`src/design/sync_serial_pkg.sv`:
```
// Constants for the clocked synchronous serial channel
// Operation
// - Internal clock is source over 2(m+1)
// - Clock source select 1 takes external clock
// - Transmit starts on enable, data, clear-to-send
// - Receive also needs receive enable set
// - Transmit irq on load or on completion
// - Receive irq when character reaches buffer
// - Overrun when seventh bit arrives unread
// - Overrun leaves no receive irq request
// - Polarity chooses drive and sample edges
// - Data pin idles high, or released
// - Bit order selects LSB or MSB first
// - Count source picks f1, f8, f2n
// - Clear-to-send gating can be disabled
// - Shift register empty flag readable
// - Buffer empty and receive complete flags
// - Continuous receive rearms on buffer read
// - Logic inversion of transmit and receive data
// - Mode 000b clears channel state
// - Continuous receive read clears buffer empty
// - Ready-to-send low when ready, high once transfer starts
// - Internal clock pin idles low between transfers
package sync_serial_pkg;
  localparam logic [2:0] ADDR_MODE   = 3'h0; // serial_mode_reg
  localparam logic [2:0] ADDR_CTRL0  = 3'h1; // serial_control0_reg
  localparam logic [2:0] ADDR_CTRL1  = 3'h2; // serial_control1_reg
  localparam logic [2:0] ADDR_DIV    = 3'h3; // bit_rate_divider
  localparam logic [2:0] ADDR_TXBUF  = 3'h4; // transmit_buffer
  localparam logic [2:0] ADDR_RXBUF  = 3'h5; // receive_buffer, overrun in bit 12
  localparam logic [2:0] ADDR_IRQ    = 3'h6; // irq request flags, write 1 to clear
  localparam logic [2:0] MODE_OFF    = 3'h0;
  localparam logic [2:0] MODE_SYNC   = 3'h1;
  // serial_mode_reg fields
  localparam int MR_CLOCK_SOURCE_SELECT_BIT = 3;
  // serial_control0_reg fields
  localparam int C0_CLK_LSB   = 0;
  localparam int C0_SHIFT_REGISTER_EMPTY_FLAG_BIT = 3;
  localparam int C0_CRD_BIT   = 4;
  localparam int C0_RTS_BIT   = 5;
  localparam int C0_CLOCK_POLARITY_SELECT_BIT = 6;
  localparam int C0_BIT_ORDER_SELECT_BIT = 7;
  // serial_control1_reg fields
  localparam int C1_TE_BIT    = 0;
  localparam int C1_TI_BIT    = 1;
  localparam int C1_RE_BIT    = 2;
  localparam int C1_RI_BIT    = 3;
  localparam int C1_IRS_BIT   = 4;
  localparam int C1_RRM_BIT   = 5;
  localparam int C1_LCH_BIT   = 6;
  localparam int C1_OD_BIT    = 7;
  localparam int RB_OER_BIT   = 12;
  // Count source choices and reset values
  localparam logic [1:0] CS_F1  = 2'h0;
  localparam logic [1:0] CS_F8  = 2'h1;
  localparam logic [1:0] CS_F2N = 2'h2;
  localparam logic [7:0] F8_DIV = 8'h07;
  localparam logic [7:0] CTRL0_RESET = 8'h08;
  localparam logic [7:0] CTRL1_RESET = 8'h02;
  localparam logic [3:0] LAST_BIT = 4'h7;
  localparam logic [3:0] OVR_BIT  = 4'h6;
  typedef enum logic [1:0] {
    ST_IDLE  = 2'b00,
    ST_LOW   = 2'b01,
    ST_HIGH  = 2'b10
  } xfer_state_t;
endpackage

```
`src/design/sync_serial_channel.sv`:
```
// Synchronous serial channel: registers, bit clock, shifters
`timescale 1ns/10ps
module sync_serial_channel
  import sync_serial_pkg::*;
(
  input  wire logic        clk,           // 200 MHz system clock
  input  wire logic        reset,         // Synchronous, active high
  input  wire logic [2:0]  addr,          // Register index
  input  wire logic [15:0] wdata,         // Write data
  input  wire logic        wr,            // Write strobe
  input  wire logic        rd,            // Read strobe
  output logic [15:0]      rdata,         // Read data, cycle after rd
  input  wire logic [7:0]  f2n_div,       // Divider that forms f2n
  input  wire logic        serial_clock_in,  // Clock pin level in
  output logic             serial_clock_out, // Clock pin level out
  output logic             serial_clock_oe,  // Clock pin driven
  output logic             transmit_data_out,// Data pin level
  output logic             transmit_data_oe, // Data pin driven
  input  wire logic        receive_data_pin, // Serial data in
  input  wire logic        clear_to_send_pin,// Handshake in, active low
  output logic             ready_to_send_n,  // Handshake out, active low
  output logic             tx_irq,        // Transmit irq request flag
  output logic             rx_irq         // Receive irq request flag
);
  // Register state
  logic [7:0] mode_q, mode_d, c0_q, c0_d, c1_q, c1_d, div_q, div_d;
  logic [7:0] txbuf_q, txbuf_d, rxbuf_q, rxbuf_d, tsh_q, tsh_d, rsh_q, rsh_d;
  logic [7:0] pre_q, pre_d, brg_q, brg_d;
  logic [3:0] bit_q, bit_d;
  logic       oer_q, oer_d, txirq_q, txirq_d, rxirq_q, rxirq_d, unread_q, unread_d;
  logic       txd_q, txd_d, sclk_q, sclk_d, rts_q, rts_d, ext_q, ext_d;
  logic [15:0] rdata_d;
  xfer_state_t st_q, st_d;

  // Decoded controls
  logic on, ext, pol, msb, te, re, ti, cts_gate_disable, cts_ok, start, tick, src_en;
  logic drive_edge, sample_edge, rx_bit, tx_bit;
  logic wr_mode, wr_c0, wr_c1, wr_div, wr_tb, wr_irq, rd_rb;
  always_comb begin
    on  = (mode_q[2:0] == MODE_SYNC);
    ext = mode_q[MR_CLOCK_SOURCE_SELECT_BIT];
    pol = c0_q[C0_CLOCK_POLARITY_SELECT_BIT];
    msb = c0_q[C0_BIT_ORDER_SELECT_BIT];
    cts_gate_disable = c0_q[C0_CRD_BIT];
    te  = c1_q[C1_TE_BIT];
    ti  = c1_q[C1_TI_BIT];
    re  = c1_q[C1_RE_BIT];
    cts_ok = cts_gate_disable || !clear_to_send_pin;
    // Receive rides on transmit: receive needs transmit armed too
    start = on && st_q == ST_IDLE && te && !ti && cts_ok;
    wr_mode = wr && addr == ADDR_MODE;
    wr_c0   = wr && addr == ADDR_CTRL0;
    wr_c1   = wr && addr == ADDR_CTRL1;
    wr_div  = wr && addr == ADDR_DIV;
    wr_tb   = wr && addr == ADDR_TXBUF;
    wr_irq  = wr && addr == ADDR_IRQ;
    rd_rb   = rd && addr == ADDR_RXBUF;
  end

  // Count source prescaler and divider tick, source over 2(m+1)
  always_comb begin
    pre_d = 8'h00;
    src_en = 1'b1;
    if (c0_q[1:0] == CS_F8) begin
      src_en = (pre_q == F8_DIV);
      pre_d  = src_en ? 8'h00 : pre_q + 8'h01;
    end else if (c0_q[1:0] == CS_F2N) begin
      src_en = (pre_q >= f2n_div);
      pre_d  = src_en ? 8'h00 : pre_q + 8'h01;
    end
    tick  = 1'b0;
    brg_d = brg_q;
    if (st_q == ST_IDLE || wr_div) begin
      brg_d = div_q;
    end else if (src_en) begin
      tick  = (brg_q == 8'h00);
      brg_d = tick ? div_q : brg_q - 8'h01;
    end
  end

  // Edge events: internal half periods or external pin transitions
  always_comb begin
    ext_d = serial_clock_in;
    drive_edge  = 1'b0;
    sample_edge = 1'b0;
    if (ext) begin
      // Idle level is high at polarity 0, so first edge drives
      drive_edge  = (ext_q != pol) && (serial_clock_in == pol);
      sample_edge = (ext_q == pol) && (serial_clock_in != pol);
    end else begin
      drive_edge  = tick && st_q == ST_HIGH;
      sample_edge = tick && st_q == ST_LOW;
    end
  end

  // Transfer state machine and shifters
  always_comb begin
    st_d = st_q;
    bit_d = bit_q;
    tsh_d = tsh_q;
    rsh_d = rsh_q;
    txd_d = txd_q;
    sclk_d = sclk_q;
    rts_d = rts_q;
    rxbuf_d = rxbuf_q;
    oer_d = oer_q;
    unread_d = unread_q;
    txirq_d = txirq_q;
    rxirq_d = rxirq_q;
    c1_d = c1_q;
    tx_bit = msb ? tsh_q[7] : tsh_q[0];
    rx_bit = receive_data_pin ^ c1_q[C1_LCH_BIT];
    rts_d = !(on && re && st_q == ST_IDLE);
    if (wr_c1) c1_d = {wdata[7:4], c1_q[C1_RI_BIT], wdata[2], c1_q[C1_TI_BIT], wdata[0]};
    if (wr_tb) c1_d[C1_TI_BIT] = 1'b0;
    if (rd_rb) begin
      unread_d = 1'b0;
      c1_d[C1_RI_BIT] = 1'b0;
      if (c1_q[C1_RRM_BIT]) c1_d[C1_TI_BIT] = 1'b0;
    end
    if (wr_irq) begin
      txirq_d = txirq_q & ~wdata[0];
      rxirq_d = rxirq_q & ~wdata[1];
    end
    case (st_q)
      ST_IDLE: begin
        sclk_d = 1'b0;
        if (start) begin
          tsh_d = txbuf_q ^ {8{c1_q[C1_LCH_BIT]}};
          c1_d[C1_TI_BIT] = 1'b1;
          bit_d = 4'h0;
          st_d = ST_HIGH;
          sclk_d = ~pol;
          if (!c1_q[C1_IRS_BIT]) txirq_d = 1'b1;
        end
      end
      default: begin
        if (!ext && tick) sclk_d = ~sclk_q;
        if (!ext && tick) st_d = (st_q == ST_LOW) ? ST_HIGH : ST_LOW;
        if (drive_edge) begin
          txd_d = tx_bit;
          rts_d = 1'b1;
        end
        if (sample_edge) begin
          rsh_d = msb ? {rsh_q[6:0], rx_bit} : {rx_bit, rsh_q[7:1]};
          tsh_d = msb ? {tsh_q[6:0], 1'b0} : {1'b0, tsh_q[7:1]};
          bit_d = bit_q + 4'h1;
          if (bit_q == OVR_BIT && unread_q && re) oer_d = 1'b1;
          if (bit_q == LAST_BIT) begin
            st_d = ST_IDLE;
            if (c1_q[C1_IRS_BIT]) txirq_d = 1'b1;
            if (re) begin
              rxbuf_d = rsh_d;
              unread_d = 1'b1;
              c1_d[C1_RI_BIT] = 1'b1;
              if (!(oer_q || (unread_q && bit_q >= OVR_BIT))) rxirq_d = 1'b1;
            end
          end
        end
      end
    endcase
    if (!re) oer_d = 1'b0;
    if (!on) begin
      st_d = ST_IDLE;
      sclk_d = 1'b0;
      txd_d = 1'b1;
      oer_d = 1'b0;
      unread_d = 1'b0;
      c1_d[C1_TI_BIT] = 1'b1;
      c1_d[C1_RI_BIT] = 1'b0;
    end else if (st_q == ST_IDLE && !start) begin
      txd_d = 1'b1;
    end
  end

  // Plain register writes
  always_comb begin
    mode_d  = wr_mode ? wdata[7:0] : mode_q;
    c0_d    = wr_c0 ? {wdata[7:4], c0_q[C0_SHIFT_REGISTER_EMPTY_FLAG_BIT], wdata[2:0]} : c0_q;
    c0_d[C0_SHIFT_REGISTER_EMPTY_FLAG_BIT] = (st_d == ST_IDLE);
    div_d   = wr_div ? wdata[7:0] : div_q;
    txbuf_d = wr_tb ? wdata[7:0] : txbuf_q;
    rdata_d = 16'h0000;
    if (rd) begin
      if (addr == ADDR_MODE) rdata_d = {8'h00, mode_q};
      else if (addr == ADDR_CTRL0) rdata_d = {8'h00, c0_q};
      else if (addr == ADDR_CTRL1) rdata_d = {8'h00, c1_q};
      else if (addr == ADDR_DIV) rdata_d = {8'h00, div_q};
      else if (addr == ADDR_RXBUF) rdata_d = {3'h0, oer_q, 4'h0, rxbuf_q};
      else if (addr == ADDR_IRQ) rdata_d = {14'h0000, rxirq_q, txirq_q};
    end
  end

  // State registers
  always_ff @(posedge clk) begin
    if (reset) begin
      mode_q <= 8'h00; c0_q <= CTRL0_RESET; c1_q <= CTRL1_RESET; div_q <= 8'h00;
      txbuf_q <= 8'h00; rxbuf_q <= 8'h00; tsh_q <= 8'h00; rsh_q <= 8'h00;
      pre_q <= 8'h00; brg_q <= 8'h00; bit_q <= 4'h0; oer_q <= 1'b0;
      txirq_q <= 1'b0; rxirq_q <= 1'b0; unread_q <= 1'b0; txd_q <= 1'b1;
      sclk_q <= 1'b0; rts_q <= 1'b1; ext_q <= 1'b0; st_q <= ST_IDLE;
      rdata <= 16'h0000;
    end else begin
      mode_q <= mode_d; c0_q <= c0_d; c1_q <= c1_d; div_q <= div_d;
      txbuf_q <= txbuf_d; rxbuf_q <= rxbuf_d; tsh_q <= tsh_d; rsh_q <= rsh_d;
      pre_q <= pre_d; brg_q <= brg_d; bit_q <= bit_d; oer_q <= oer_d;
      txirq_q <= txirq_d; rxirq_q <= rxirq_d; unread_q <= unread_d; txd_q <= txd_d;
      sclk_q <= sclk_d; rts_q <= rts_d; ext_q <= ext_d; st_q <= st_d;
      rdata <= rdata_d;
    end
  end

  // Pin outputs; open drain releases instead of driving high
  always_ff @(posedge clk) begin
    if (reset) begin
      serial_clock_out <= 1'b0; serial_clock_oe <= 1'b0;
      transmit_data_out <= 1'b1; transmit_data_oe <= 1'b0;
      ready_to_send_n <= 1'b1; tx_irq <= 1'b0; rx_irq <= 1'b0;
    end else begin
      serial_clock_out  <= sclk_d;
      serial_clock_oe   <= on && !ext;
      transmit_data_out <= txd_d;
      transmit_data_oe  <= on && !(c1_d[C1_OD_BIT] && txd_d);
      ready_to_send_n   <= c0_d[C0_RTS_BIT] ? rts_d : 1'b1;
      tx_irq            <= txirq_d;
      rx_irq            <= rxirq_d;
    end
  end
endmodule // sync_serial_channel

```
`config.mk`:
```
export PLATFORM = sky130hd
export DESIGN_NAME = sync_serial_channel
export DESIGN_NICKNAME = d
export VERILOG_FILES = /design/src/design/sync_serial_pkg.sv /design/src/design/sync_serial_channel.sv
export SDC_FILE = /design/constraint.sdc
export NUM_CORES = 1
export LEC_CHECK = 0
export BUFFER_PORTS_ARGS = -buffer_cell sky130_fd_sc_hd__buf_2
export CAP_MARGIN = 5
export CORE_MARGIN = 8
export CORE_UTILIZATION = 52
export DETAILED_ROUTE_END_ITERATION = 8
export PLACE_DENSITY = 0.81
export REMOVE_ABC_BUFFERS = 1
export SLEW_MARGIN = 20
export SYNTH_ARGS = -nofsm -noshare
export SYNTH_HDL_FRONTEND = slang
export SYNTH_SLANG_ARGS = --single-unit
export TNS_END_PERCENT = 30
```
`constraint.sdc`:
```
create_clock -name clk -period 4.15 [get_ports clk]
set_input_delay 1.245 -clock clk [delete_from_list [all_inputs] [get_ports clk]]
set_output_delay 1.245 -clock clk [all_outputs]
set_load 0.1 [all_outputs]
```
==> results.yml <==
pwr:
  intPower_mw: 1.29
  p_switching_mw: 0.505
  ir_worst_vdd_uv: 202
  p_leak_nw: 1.97
  clockPowerShare: 0.341
  pwr-share-comb: 0.086
  p_total_mw: 1.80
  p_sw_frac: 0.281
  seqPwrFrac: 0.573
  cellPowerDensity_nw_per_um2: 322
min_path:
  hold_start: "mode_q[6]$_SDFFE_PP0P_"
  hp-class: "reg2reg"
  whs_endpoint: "mode_q[6]$_SDFFE_PP0P_"
  hold-path-cell-count: 2
die:
  dieArea_um2: 13300
  core-area_um2: 9680
  die_w_um: 115
  start_util: 0.530
  boundaryPins: 57
  num_rows: 36
  die_h_um: 115
setup_path:
  crit_fanout: 19
  ff2ff_path_depth: 6
  r2r_slack_ns: 1.60
  critPathArrivalTime_ns: 3.22
  cp-end-kind: "flop"
  reg2reg_to: "rsh_q[7]$_SDFFE_PP0P_"
  crit_type: "in2reg"
  cp_data_required_time_ns: 4.40
  r2r_start: "brg_q[2]$_SDFFE_PP0P_"
  cp-start-kind: "input port"
route:
  first_pass_iters: 6
  drt_iter0_drc: 335
  vias: 4469
  postRouteAntennaNets: 0
  wl_mm: 12.8
  drcViolationCount: 0
  viasPerCell: 5.90
  wl_per_cell_um: 16.9
outcome:
  outcome: "finished clean"
sta:
  finalSetupTns_ns: 0
  hold_viol: 0
  timing.hold.ws_ns: 0.462
  slew_headroom: 0.329
  setup_slack_ns: 1.18
  tightest_slew_ns: 1.01
  period_needed_ns: 2.97
  skew_ns: 0.0167
  setup_viol: 0
  rsz0062_at_grt: "false"
  final_max_slew_viol_count: 0
  fmax_mhz: 336
  period_share: 0.716
clock_network:
  cts_tree: "yes"
  cts.sinks: 105
  cts_setup_buffers: 0
  clk_latency_ns: 0.38
  ctsHoldBuffers: 0
  cts-resized-gates: 0
  clk_path_buf_depth: 2
  clockRootBuffer: "clkbuf_8"
  clk_pin_slew_ns: 0.10
  h-tree-depth: 3
  numCtsBuffers: 9
placement:
  placed_cells: 742
  gp_congestion: 0.883
  io_buffers: 41
  dpl_cell_area_um2: 5390
  place_ws_ns: 0.781
  hpwlAfterDp_mm: 9.24
layout:
  area_growth_pct: 8.73
  final_cell_area_um2: 5580
  drive_above_1_share: 0.134
  utilization: 0.576
  stdcell_count: 758
  antenna_cells: 0
  final_net_count: 667
global_route:
  antenna_found_initial: 0
  grt_pass1_wl_mm: 21.3
  track_usage: 0.199
  grt.overflow.total: 0
  grt_max_degree: 51
  grt_pass1_vias: 4275
synthesis:
  netlist.area_leader.share: 0.410
  seq_area_frac_synth: 0.410
  synth_edf_count: 0
  ys_seq_elements: 105
  netlist_instances: 596
  ys_warn_count: 0
  synthTopCellsByArea: "dfxtp_1, nand2_1, a21oi_1"
  synth_area_um2: 5130
  synth_cell_types: 59
  synth_ff_type: "dfxtp_1"
  post-synth-top-area-cell: "dfxtp_1"
  synth_async_sr_flop_share: 0
  syn_area_per_cell_um2: 8.61
run:
  cap_violations: 0
==> kinds of logic after synthesis <==
family	share of synthesized area
AO/OA/AOI/OAI	0.182
flip-flops	0.410
other	0.000731
adder cells (fa/ha/maj)	0.0317
multiplexers	0.0873
XOR/XNOR	0.0273
AND/OR/NAND/NOR	0.206
buffers and inverters	0.0544
==> sequential cells by signal, indices dropped and copies added, names as in the netlist, 2 cells and up <==
name     count
mode_q       8
pre_q        8
rdata        9
brg_q        8
div_q        8
rxbuf_q      8
tsh_q        8
txbuf_q      8
c1_q         8
rsh_q        8
st_q         2
bit_q        4
c0_q         8
==> area by class of cell <==
class,count,area [um2]
flip-flops and latches,105,2100
fillers,854,4110
multi-input cells,435,2790
inverters,20,75.1
clock inverters,7,56.3
clock buffers,9,124
well taps,133,166
repair buffers,49,265
==> critical path: stages <==
cell,delay (ns)
buf_2,0.07
inv_1,0.03
ha_1,0.31
a211oi_1,0.20
o21ai_0,0.11
a21oi_1,0.30
buf_4,0.23
o31a_4,0.23
nor2_4,0.12
o41ai_1,0.36
==> layer usage <==
metal  wire length [um]  vias to the layer above  track usage  part of all wire
met2               5940                      202        0.320              0.46
li1                   -                     2137            -                 -
met5                  0                        -            0                 0
met4                298                        0       0.0709             0.023
met1               5520                     2102        0.248              0.43
met3               1030                       28       0.0583             0.081
==> worst max-delay path by stage <==
stage	startpoint	slack (ns)	cells past startpoint	endpoint
2_1_floorplan	brg_q[2]$_SDFFE_PP0P_	0.84	5	brg_q[4]$_SDFFE_PP0P_
3_3_place_gp	f2n_div[5]	0.82	10	rsh_q[7]$_SDFFE_PP0P_
3_5_place_dp	f2n_div[5]	0.78	10	rsh_q[7]$_SDFFE_PP0P_
4_1_cts	f2n_div[2]	1.18	10	bit_q[1]$_SDFFE_PP0P_
5_1_grt	f2n_div[5]	1.02	10	bit_q[1]$_SDFFE_PP0P_
6_report	f2n_div[2]	1.18	10	bit_q[1]$_SDFFE_PP0P_
==> cells in the mapped netlist, types with 7 or more instances <==
master,n
a211oi_1,23
nand2_1,86
mux2i_1,29
buf_4,8
ha_1,13
a221oi_1,9
xnor2_1,12
dfxtp_1,105
nor2_1,55
inv_1,20
nand3_1,16
mux4_2,7
clkbuf_1,28
nor2b_1,15
a21oi_1,60
o21ai_0,20
==> placed cells by master (no fill, tap or decap), types with 5 or more instances in the layout <==
cell and n:
buf_2 41, nand2_1 86, a211oi_1 23, nor2b_1 15, nand4_1 6, buf_4 8, mux4_2 7, o21ai_0 20
a21oi_1 60, clkbuf_8 9, nor2_1 55, nand3_1 16, nor3_1 6, mux2i_1 29, nand2b_1 5, and3_1 5
xnor2_1 12, conb_1 7, a221oi_1 9, dfxtp_1 105, inv_1 20, ha_1 13
==> power groups by stage <==
stage	Sequential, mW	Combinational [mW]	Clock, mW
6_report	1.03	0.155	0.613
2_1_floorplan	1.06	0.0848	0
3_3_place_gp	1.05	0.149	0
5_1_grt	1.03	0.166	0.667
4_1_cts	1.03	0.153	0.618
3_5_place_dp	1.05	0.152	0
(Power assumes the default switching activity.)
